## src/shared/sirq_pkg.sv

```systemverilog
// constants, register map and bus states of the shared interrupt block
// assumes a 200 MHz bus clock and an APB master on the register side
package sirq_pkg;
	localparam int          ADDR_W         = 8;
	localparam logic [7:0]  A_CTRL         = 8'h00;
	localparam logic [7:0]  A_OPT          = 8'h04;
	localparam logic [7:0]  A_TFLG         = 8'h08;
	localparam logic [7:0]  A_TMSK         = 8'h0C;
	localparam logic [7:0]  A_SSTS         = 8'h10;
	localparam logic [7:0]  A_SDAT         = 8'h14;
	localparam logic [7:0]  A_SCTL         = 8'h18;
	localparam logic [7:0]  A_PSTS         = 8'h1C;
	localparam logic [7:0]  A_PDAT         = 8'h20;
	localparam logic [7:0]  A_PDIR         = 8'h24;
	localparam logic [7:0]  A_PEND         = 8'h28;
	localparam int          CTRL_EXP       = 0;
	localparam int          CTRL_MASK      = 1;
	localparam logic        EXP_RST        = 1'b0;
	localparam logic        MASK_RST       = 1'b1;
	localparam int          OPT_EDGE       = 0;
	localparam int          OPT_WIN        = 1;
	localparam logic        EDGE_RST       = 1'b0;
	localparam int          SSTS_RDF       = 0;
	localparam int          SCTL_RIE       = 0;
	localparam int          PSTS_FLAG      = 0;
	localparam int          PSTS_IE        = 1;
	localparam int          TIMER_N        = 4;
	localparam int          PIO_W          = 8;
	localparam int          HS_PINS        = 18;
	localparam int          OPT_WINDOW_CYC = 64;
	typedef enum logic [1:0] {
		SIRQ_IDLE = 2'b00,
		SIRQ_EXT  = 2'b01,
		SIRQ_DONE = 2'b10
	} sirq_bus_t;
endpackage : sirq_pkg

```

## src/shared/sirq_opt_if.sv

```systemverilog
// carrier between the register slave and the time-protected option bit
// assumes both ends run on clk_sys
`timescale 1ns/100ps
`default_nettype none
interface sirq_opt_if;
	logic wr_stb;
	logic wr_val;
	logic edge_sel;
	logic win_open;
	modport ctl  (output wr_stb, output wr_val, input edge_sel, input win_open);
	modport gate (input wr_stb, input wr_val, output edge_sel, output win_open);
endinterface : sirq_opt_if
`default_nettype wire

```

## src/hdl/sirq_optgate.sv

```systemverilog
// write-once edge select bit, open only for a window after reset
// assumes wr_stb is a one-cycle pulse from the register slave
`timescale 1ns/100ps
`default_nettype none
module sirq_optgate
	import sirq_pkg::*;
#(
	parameter int CYC = OPT_WINDOW_CYC
) (
	input  wire logic clk_sys,
	input  wire logic reset,
	sirq_opt_if.gate  opt
);
	localparam int CW = $clog2(CYC + 1);
	localparam logic [CW-1:0] CYC_L = CW'(CYC);
	logic [CW-1:0] cnt_reg;
	logic [CW-1:0] cnt_next;
	logic          used_reg;
	logic          used_next;
	logic          edge_reg;
	logic          edge_next;
	logic          open_w;

	assign open_w = (cnt_reg < CYC_L) && !used_reg;
	assign opt.win_open = open_w;
	assign opt.edge_sel = edge_reg;

	always_comb begin
		cnt_next  = cnt_reg;
		used_next = used_reg;
		edge_next = edge_reg;
		if (cnt_reg < CYC_L) begin
			cnt_next = cnt_reg + CW'(1);
		end
		// late or second writes fall through untouched
		if (opt.wr_stb && open_w) begin
			edge_next = opt.wr_val;
			used_next = 1'b1;
		end
	end

	always_ff @(posedge clk_sys) begin
		if (reset) begin
			cnt_reg  <= '0;
			used_reg <= 1'b0;
			edge_reg <= EDGE_RST;
		end else begin
			cnt_reg  <= cnt_next;
			used_reg <= used_next;
			edge_reg <= edge_next;
		end
	end
endmodule : sirq_optgate
`default_nettype wire

```

## src/hdl/sirq_top.sv

```systemverilog
// shared request pin, handshake port hand-over and on-chip flag gating
// assumes an APB master on clk_sys and asynchronous pins on irq and pio
//
// Implementation choices: the APB interface to the registers and the register offsets.
`timescale 1ns/100ps
`default_nettype none
module sirq_top
	import sirq_pkg::*;
#(
	parameter int OPT_CYC = OPT_WINDOW_CYC
) (
	input  wire logic              clk_sys,
	input  wire logic              reset,
	input  wire logic              psel,
	input  wire logic              penable,
	input  wire logic              pwrite,
	input  wire logic [ADDR_W-1:0] paddr,
	input  wire logic [31:0]       pwdata,
	output logic      [31:0]       prdata,
	output logic                   pready,
	output logic                   pslverr,
	input  wire logic              irq_n_pin,
	input  wire logic              irq_ack,
	input  wire logic [TIMER_N-1:0] timer_evt,
	input  wire logic              rx_done,
	input  wire logic [7:0]        rx_data,
	output logic      [7:0]        tx_data,
	output logic                   tx_load,
	input  wire logic              pio_strobe_pin,
	input  wire logic [PIO_W-1:0]  pio_in,
	output logic      [PIO_W-1:0]  pio_out,
	output logic      [PIO_W-1:0]  pio_oe,
	output logic                   hs_pins_to_bus,
	output logic                   ext_req,
	output logic                   ext_we,
	output logic      [ADDR_W-1:0] ext_addr,
	output logic      [7:0]        ext_wdata,
	input  wire logic              ext_ack,
	input  wire logic [7:0]        ext_rdata,
	output logic                   shared_vec_req,
	output logic                   irq_req
);
	sirq_opt_if opt ();

	sirq_optgate #(.CYC(OPT_CYC)) u_opt (
		.clk_sys (clk_sys),
		.reset   (reset),
		.opt     (opt)
	);

	// pin synchronisers; stage one feeds only stage two
	logic       irq_s1_reg, irq_s2_reg, irq_s3_reg;
	logic       stb_s1_reg, stb_s2_reg, stb_s3_reg;
	logic [PIO_W-1:0] pin_s1_reg, pin_s2_reg;

	always_ff @(posedge clk_sys) begin
		if (reset) begin
			irq_s1_reg <= 1'b1;
			irq_s2_reg <= 1'b1;
			irq_s3_reg <= 1'b1;
			stb_s1_reg <= 1'b1;
			stb_s2_reg <= 1'b1;
			stb_s3_reg <= 1'b1;
			pin_s1_reg <= '0;
			pin_s2_reg <= '0;
		end else begin
			irq_s1_reg <= irq_n_pin;
			irq_s2_reg <= irq_s1_reg;
			irq_s3_reg <= irq_s2_reg;
			stb_s1_reg <= pio_strobe_pin;
			stb_s2_reg <= stb_s1_reg;
			stb_s3_reg <= stb_s2_reg;
			pin_s1_reg <= pio_in;
			pin_s2_reg <= pin_s1_reg;
		end
	end

	// bus slave
	sirq_bus_t        st_reg, st_next;
	logic [31:0]      prdata_next;
	logic             pready_next, pslverr_next;
	logic             ext_req_next, ext_we_next;
	logic [ADDR_W-1:0] ext_addr_next;
	logic [7:0]       ext_wdata_next;
	logic             acc, hs_addr, go_int, wr, rd;
	logic             exp_reg, mask_reg;
	logic [TIMER_N-1:0] tflg_reg, tmsk_reg;
	logic             rdf_reg, arm_s_reg, rie_reg;
	logic             pflag_reg, arm_p_reg, pie_reg;
	logic [PIO_W-1:0] pdir_reg, pdat_reg;
	logic             irq_edge_reg;
	logic             pin_req, pio_req, sci_req, tim_req, any_req;

	assign acc     = psel && penable && (st_reg == SIRQ_IDLE);
	assign hs_addr = (paddr == A_PSTS) || (paddr == A_PDAT) || (paddr == A_PDIR);
	// handshake space belongs to the outside chip while expanded
	assign go_int  = acc && !(exp_reg && hs_addr);
	assign wr      = go_int && pwrite;
	assign rd      = go_int && !pwrite;

	always_comb begin
		st_next        = st_reg;
		prdata_next    = prdata;
		pready_next    = 1'b0;
		pslverr_next   = 1'b0;
		ext_req_next   = ext_req;
		ext_we_next    = ext_we;
		ext_addr_next  = ext_addr;
		ext_wdata_next = ext_wdata;
		case (st_reg)
			SIRQ_IDLE: begin
				if (acc && exp_reg && hs_addr) begin
					st_next        = SIRQ_EXT;
					ext_req_next   = 1'b1;
					ext_we_next    = pwrite;
					ext_addr_next  = paddr;
					ext_wdata_next = pwdata[7:0];
				end else if (acc) begin
					st_next      = SIRQ_DONE;
					pready_next  = 1'b1;
					prdata_next  = '0;
					case (paddr)
						A_CTRL: prdata_next = {30'h0, mask_reg, exp_reg};
						A_OPT:  prdata_next = {30'h0, opt.win_open, opt.edge_sel};
						A_TFLG: prdata_next = {28'h0, tflg_reg};
						A_TMSK: prdata_next = {28'h0, tmsk_reg};
						A_SSTS: prdata_next = {31'h0, rdf_reg};
						A_SDAT: prdata_next = {24'h0, rx_data};
						A_SCTL: prdata_next = {31'h0, rie_reg};
						A_PSTS: prdata_next = {30'h0, pie_reg, pflag_reg};
						A_PDAT: prdata_next = {24'h0, pin_s2_reg};
						A_PDIR: prdata_next = {24'h0, pdir_reg};
						A_PEND: prdata_next = {27'h0, pin_req, pio_req, sci_req, tim_req, irq_edge_reg};
						default: pslverr_next = 1'b1;
					endcase
				end
			end
			SIRQ_EXT: begin
				// no timeout: a silent outside chip stalls the bus
				if (ext_ack) begin
					ext_req_next = 1'b0;
					pready_next  = 1'b1;
					prdata_next  = {24'h0, ext_rdata};
					st_next      = SIRQ_DONE;
				end
			end
			SIRQ_DONE: begin
				st_next = SIRQ_IDLE;
			end
			default: begin
				st_next = SIRQ_IDLE;
			end
		endcase
	end

	always_ff @(posedge clk_sys) begin
		if (reset) begin
			st_reg    <= SIRQ_IDLE;
			prdata    <= '0;
			pready    <= 1'b0;
			pslverr   <= 1'b0;
			ext_req   <= 1'b0;
			ext_we    <= 1'b0;
			ext_addr  <= '0;
			ext_wdata <= '0;
		end else begin
			st_reg    <= st_next;
			prdata    <= prdata_next;
			pready    <= pready_next;
			pslverr   <= pslverr_next;
			ext_req   <= ext_req_next;
			ext_we    <= ext_we_next;
			ext_addr  <= ext_addr_next;
			ext_wdata <= ext_wdata_next;
		end
	end

	assign opt.wr_stb = wr && (paddr == A_OPT);
	assign opt.wr_val = pwdata[OPT_EDGE];

	// flags and control
	logic               exp_next, mask_next, rie_next, pie_next;
	logic [TIMER_N-1:0] tflg_next, tmsk_next;
	logic               rdf_next, arm_s_next, pflag_next, arm_p_next;
	logic [PIO_W-1:0]   pdir_next, pdat_next;
	logic               tx_load_next;
	logic [7:0]         tx_data_next;
	logic               rd_sdat, rd_pdat, pio_fall;

	// any read of the data register counts; a write to it does not clear
	assign rd_sdat  = rd && (paddr == A_SDAT);
	assign rd_pdat  = rd && (paddr == A_PDAT);
	assign pio_fall = stb_s3_reg && !stb_s2_reg && !exp_reg;

	always_comb begin
		exp_next     = exp_reg;
		mask_next    = mask_reg;
		tmsk_next    = tmsk_reg;
		rie_next     = rie_reg;
		pie_next     = pie_reg;
		pdir_next    = pdir_reg;
		pdat_next    = pdat_reg;
		tx_data_next = tx_data;
		tx_load_next = 1'b0;
		tflg_next    = tflg_reg;
		rdf_next     = rdf_reg;
		arm_s_next   = arm_s_reg;
		pflag_next   = pflag_reg;
		arm_p_next   = arm_p_reg;
		if (wr) begin
			case (paddr)
				A_CTRL: begin
					exp_next  = pwdata[CTRL_EXP];
					mask_next = pwdata[CTRL_MASK];
				end
				A_TFLG: tflg_next = tflg_reg & ~pwdata[TIMER_N-1:0];
				A_TMSK: tmsk_next = pwdata[TIMER_N-1:0];
				A_SCTL: rie_next  = pwdata[SCTL_RIE];
				A_SDAT: begin
					tx_data_next = pwdata[7:0];
					tx_load_next = 1'b1;
				end
				A_PSTS: pie_next  = pwdata[PSTS_IE];
				A_PDAT: pdat_next = pwdata[PIO_W-1:0];
				A_PDIR: pdir_next = pwdata[PIO_W-1:0];
				default: ;
			endcase
		end
		// serial: status read while set arms, data read clears
		if (rd && (paddr == A_SSTS) && rdf_reg) begin
			arm_s_next = 1'b1;
		end
		if (rd_sdat && arm_s_reg) begin
			rdf_next   = 1'b0;
			arm_s_next = 1'b0;
		end
		if (rd && (paddr == A_PSTS) && pflag_reg) begin
			arm_p_next = 1'b1;
		end
		if (rd_pdat && arm_p_reg) begin
			pflag_next = 1'b0;
			arm_p_next = 1'b0;
		end
		// new events win over a clear in the same cycle
		tflg_next = tflg_next | timer_evt;
		if (rx_done) begin
			rdf_next = 1'b1;
		end
		if (pio_fall) begin
			pflag_next = 1'b1;
		end
	end

	always_ff @(posedge clk_sys) begin
		if (reset) begin
			exp_reg   <= EXP_RST;
			mask_reg  <= MASK_RST;
			tmsk_reg  <= '0;
			rie_reg   <= 1'b0;
			pie_reg   <= 1'b0;
			pdir_reg  <= '0;
			pdat_reg  <= '0;
			tx_data   <= '0;
			tx_load   <= 1'b0;
			tflg_reg  <= '0;
			rdf_reg   <= 1'b0;
			arm_s_reg <= 1'b0;
			pflag_reg <= 1'b0;
			arm_p_reg <= 1'b0;
		end else begin
			exp_reg   <= exp_next;
			mask_reg  <= mask_next;
			tmsk_reg  <= tmsk_next;
			rie_reg   <= rie_next;
			pie_reg   <= pie_next;
			pdir_reg  <= pdir_next;
			pdat_reg  <= pdat_next;
			tx_data   <= tx_data_next;
			tx_load   <= tx_load_next;
			tflg_reg  <= tflg_next;
			rdf_reg   <= rdf_next;
			arm_s_reg <= arm_s_next;
			pflag_reg <= pflag_next;
			arm_p_reg <= arm_p_next;
		end
	end

	// request network and pins
	logic             irq_edge_next, shared_next, irq_req_next, owned_next;
	logic [PIO_W-1:0] pio_oe_next;

	assign tim_req = |(tflg_reg & tmsk_reg);
	assign sci_req = rdf_reg && rie_reg;
	assign pio_req = pflag_reg && pie_reg && !exp_reg;
	// an outside chip signals through the pin itself
	assign pin_req = opt.edge_sel ? irq_edge_reg : !irq_s2_reg;
	assign any_req = shared_next || tim_req || sci_req;

	always_comb begin
		irq_edge_next = irq_edge_reg;
		if (irq_ack) begin
			irq_edge_next = 1'b0;
		end
		// a line held low yields no fresh edge for a second source
		if (opt.edge_sel && irq_s3_reg && !irq_s2_reg) begin
			irq_edge_next = 1'b1;
		end
		shared_next  = pin_req || pio_req;
		irq_req_next = any_req && !mask_reg;
		owned_next   = exp_reg;
		pio_oe_next  = pdir_reg & {PIO_W{!exp_reg}};
	end

	always_ff @(posedge clk_sys) begin
		if (reset) begin
			irq_edge_reg   <= 1'b0;
			shared_vec_req <= 1'b0;
			irq_req        <= 1'b0;
			hs_pins_to_bus <= 1'b0;
			pio_oe         <= '0;
			pio_out        <= '0;
		end else begin
			irq_edge_reg   <= irq_edge_next;
			shared_vec_req <= shared_next;
			irq_req        <= irq_req_next;
			hs_pins_to_bus <= owned_next;
			pio_oe         <= pio_oe_next;
			pio_out        <= pdat_reg;
		end
	end
endmodule : sirq_top
`default_nettype wire

```

## config.mk

```make
export PLATFORM = sky130hd
export DESIGN_NAME = sirq_top
export DESIGN_NICKNAME = d
export VERILOG_FILES = /design/src/shared/sirq_pkg.sv /design/src/shared/sirq_opt_if.sv /design/src/hdl/sirq_optgate.sv /design/src/hdl/sirq_top.sv
export SDC_FILE = /design/constraint.sdc
export NUM_CORES = 1
export LEC_CHECK = 0
export ABC_AREA = 1
export BUFFER_PORTS_ARGS = -buffer_cell sky130_fd_sc_hd__buf_2
export CORE_MARGIN = 2
export CORE_UTILIZATION = 46
export DETAILED_ROUTE_END_ITERATION = 7
export GPL_TIMING_DRIVEN = 0
export PLACE_DENSITY_LB_ADDON = 0.1
export REMOVE_ABC_BUFFERS = 1
export SYNTH_ARGS = -nofsm -noshare
export SYNTH_HDL_FRONTEND = slang
export SYNTH_SLANG_ARGS = --single-unit
```

## constraint.sdc

```tcl
create_clock -name clk_sys -period 2.1 [get_ports clk_sys]
set_input_delay 0.315 -clock clk_sys [delete_from_list [all_inputs] [get_ports clk_sys]]
set_output_delay 0.315 -clock clk_sys [all_outputs]
set_load 0.1 [all_outputs]
```

==> key figures <==
Synthesis
  – Synth Instances: 745
  – Synth Area in Adders: 0.2439%
  – Synth top area share: 47.61%
  – Area leader, netlist: dfxtp_1
  – Syn_area_per_cell: 6.886 um2
  – FF+latch count, synth: ~120
  – Syn Std Cell Area: 5130 um2
  – Cell variety after synth: 27
  – Seq/Total Area, Yosys: 47.61%
  – Yosys Warn Count: 0
  – Post-Synth Simple-Gate Area: roughly 34%
  – Synth Area in XOR/XNOR: 0%
  – Largest cells by area after synthesis: dfxtp_1 48%, nand2_1 14%, nor2_1 12%, inv_1 7.0%, buf_4 4.2%
  – Compound-gate portion of the synthesized area: 5.268%
  – Largest family of logic cells by synthesized area: simple AND/OR/NAND/NOR gates
  – Mux contribution to synthesized area: 0%

Placed design
  – Detailed placer's ending HPWL: 8.861 mm
  – Placed cell areas: 5622 um2
  – Placed cell count: 965
  – Final RePlAce weighted congestion: about 0.91
  – Buffers on Ports: 109

Die
  – Chip height: 109.6 um
  – Num rows: 38
  – Total die area: 12010 um2
  – Number of I/O pins: 158
  – Die W: about 110 um
  – Core area: 10840 um2
  – Initial Util: 47.32%

Routing
  – Router iterations before antenna repair: 5
  – Via density: 4.788
  – Routed WL: between 10 and 15 mm
  – Antenna Nets Post-Route: 0
  – Via count: between 4000 and 5000
  – DRC: 0
  – DR WL/cell: ~13 um
  – 1st-iter DRT viols: 300

Timing
  – Fin. Hold Viols: 0
  – Tmin final: 1.929 ns
  – Final setup violation count: 0
  – Final Skew: 0.006765 ns
  – Worst hold slack: 0.03322 ns
  – TNS Setup: 0 ns
  – Max Freq: 518.4 MHz
  – Pins Over Slew Limit: 0
  – Actual slew at the worst max-slew pin: 0.9254 ns
  – Final period util: 91.86%
  – Slew HR: 38.22%
  – RSZ-0062 raised after global routing: false

Critical path
  – Setup crit start: exp_reg
  – Crit Path Class: reg2reg
  – Crit-path cells: inv_1 -> nor2_1 -> nand2_4 -> nand4_1 -> buf_4 -> nand2_1 -> nand2_1 -> nor2_1
  – Data required, critical path: ~2.5 ns
  – Arrival @ worst endpoint: 2.34 ns
  – Reg2reg start: exp_reg
  – CP max-delay cell: dfxtp_2
  – CP startpoint kind: flip-flop
  – CP Capture Type: flip-flop
  – CP Max Fanout: 31
  – CP peak stage delay: 0.49 ns

Job
  – Max_cap viols: 0

Global route
  – Met3 Use GR: 6.580%
  – Met2 track utilization from global routing: between 30% and 40%
  – Total track usage: a little under a quarter
  – Busiest grt layer: met2
  – Vias in the first global route: 4549
  – First-pass GRT wire length: 21.53 mm
  – Total gr overflow: 0
  – Initial antenna violation count: 1
  – Met1 Usage GRT: between 20 and 30%
  – Largest net degree at the start of global routing: 72

Status
  – Status: completed

Power
  – Combinational share of power: 8.7%
  – Leak pwr: roughly 3.3 nW
  – Clk pwr share: a little over half
  – P_sw: 0.001492 W
  – Int Pwr: around 0.0046 W
  – Worst IR Drop VDD: 541.3 uV
  – Power Dens Cells: between 900 and 1000 nW/um2
  – Sw frac: between 20% and 30%
  – Seq pwr share: around two fifths

Finish
  – Final Cell Area: 6457 um2
  – Antenna cell count: 0
  – Area Growth Syn to Fin: 25.88%
  – Non-Filler Instances: 1013
  – Share of cells above drive strength 1: 18.33%
  – Final layout net count: roughly 940

Clock tree
  – Clock Tree Buf Depth: 2
  – Root Driver: clkbuf_8
  – Clk slew on worst S/H paths: approximately 0.060 ns
  – Clock sinks: 122
  – Worst skew pair latency: 0.52 ns
  – CTS buffer count: 17
  – CTS tree: done
  – # H-tree levels: 4

Worst hold path
  – Min-delay worst type: in2reg
  – Hold_sp: timer_evt[2]
placed cells by master (no fill, tap or decap), types with 2 or more instances in the layout:
cell	Yosys	layout
clkinvlp_4	0	3
dlygate4sd3_1	0	12
or2_2	5	5
nor2_2	1	3
inv_1	95	94
clkbuf_16	0	16
nand3_1	31	31
dfxtp_1	122	121
a21oi_1	30	30
nand4_1	19	19
o21ai_0	19	19
conb_1	1	24
nor3_1	11	11
bufinv_16	0	5
nor2_1	160	157
buf_4	29	4
buf_2	3	108
nand2_1	188	187
clkbuf_8	0	4
clkinv_2	0	2
timing repair:
| item | in CTS | in global routing |
|---|---|---|
| hold endpoints to repair | 12 | 0 |
| setup endpoints to repair | 64 | 63 |
| setup buffers | 4 | 0 |
| pin swaps | 3 | 0 |
| gates resized for setup | 6 | 4 |
| hold buffers | 12 | 0 |
kinds of logic (layout without fill, tap and decap cells):
group,Yosys count,count (layout)
other,1,24
flip-flops,122,122
AND/OR/NAND/NOR,420,420
buffers and inverters,149,254
adder cells (fa/ha/maj),1,1
AO/OA/AOI/OAI,52,52
metal layers:
layer	routed length (um)	up-vias	share of wire [%]
li1	-	2469	-
met4	171	0	1.3
met2	6485	157	49
met3	926	14	6.9
met1	5778	2210	43
met5	0	-	0
power groups by stage:
stage | logic, W | registers (W) | clock network, W
after floorplan | 0.000282 | 0.00251 | 0
final | 0.000529 | 0.00238 | 0.00318
after global placement | 0.000501 | 0.00243 | 0
after CTS | 0.000527 | 0.00238 | 0.00322
after detailed placement | 0.000506 | 0.00243 | 0
after global routing | 0.000566 | 0.00239 | 0.00332
cells in the mapped netlist (all sizes together):
cell and number:
nand2 189, nor2 161, dfxtp 122, inv 96, buf 33, nand3 31, a21oi 30, nand4 20
clkbuf 19, o21ai 19, nor3 12, or2 5, a311oi 1, clkinv 1, conb 1, ha 1
nor3b 1, nor4 1, o21bai 1, o32ai 1
stage by stage:
step | power [W] | worst slack [ns] | util (%)
2_1_floorplan | 0.002796 | -0.2603 | -
3_3_place_gp | 0.002934 | -1.465 | 51.86
3_5_place_dp | 0.002940 | -1.509 | 51.86
4_1_cts | 0.006135 | 0.01512 | 59.45
5_1_grt | 0.006274 | 0.008726 | 59.57
6_report | 0.006090 | 0.1709 | 59.57
final timing paths:
| path | endpoint | slack, ns | depth (start not counted) |
|---|---|---|---|
| setup reg to reg | pdir_reg[6] | 0.17 | 8 |
| hold reg to reg | pin_s2_reg[6] | 0.40 | 2 |
| hold / removal | tflg_reg[2] | 0.03 | 3 |
| setup / recovery | pdir_reg[6] | 0.17 | 8 |
final cells by class:
| class | count | area (um2) |
|---|---|---|
| fillers | 1054 | 4383 |
| flip-flops and latches | 122 | 2444 |
| multi-input cells | 497 | 2123 |
| repair buffers | 125 | 698.2 |
| clock buffers | 21 | 459.2 |
| inverters | 97 | 366.6 |
| clock inverters | 11 | 191.4 |
| well taps | 140 | 175.2 |
critical path: cells and delay by family (launching register included):
family,cells,cell delay (ns)
DFF,1,0.49
and+or+nand+nor,6,0.90
buffers and inverters,2,0.41
Note: power is estimated with default switching activity, not from simulation.
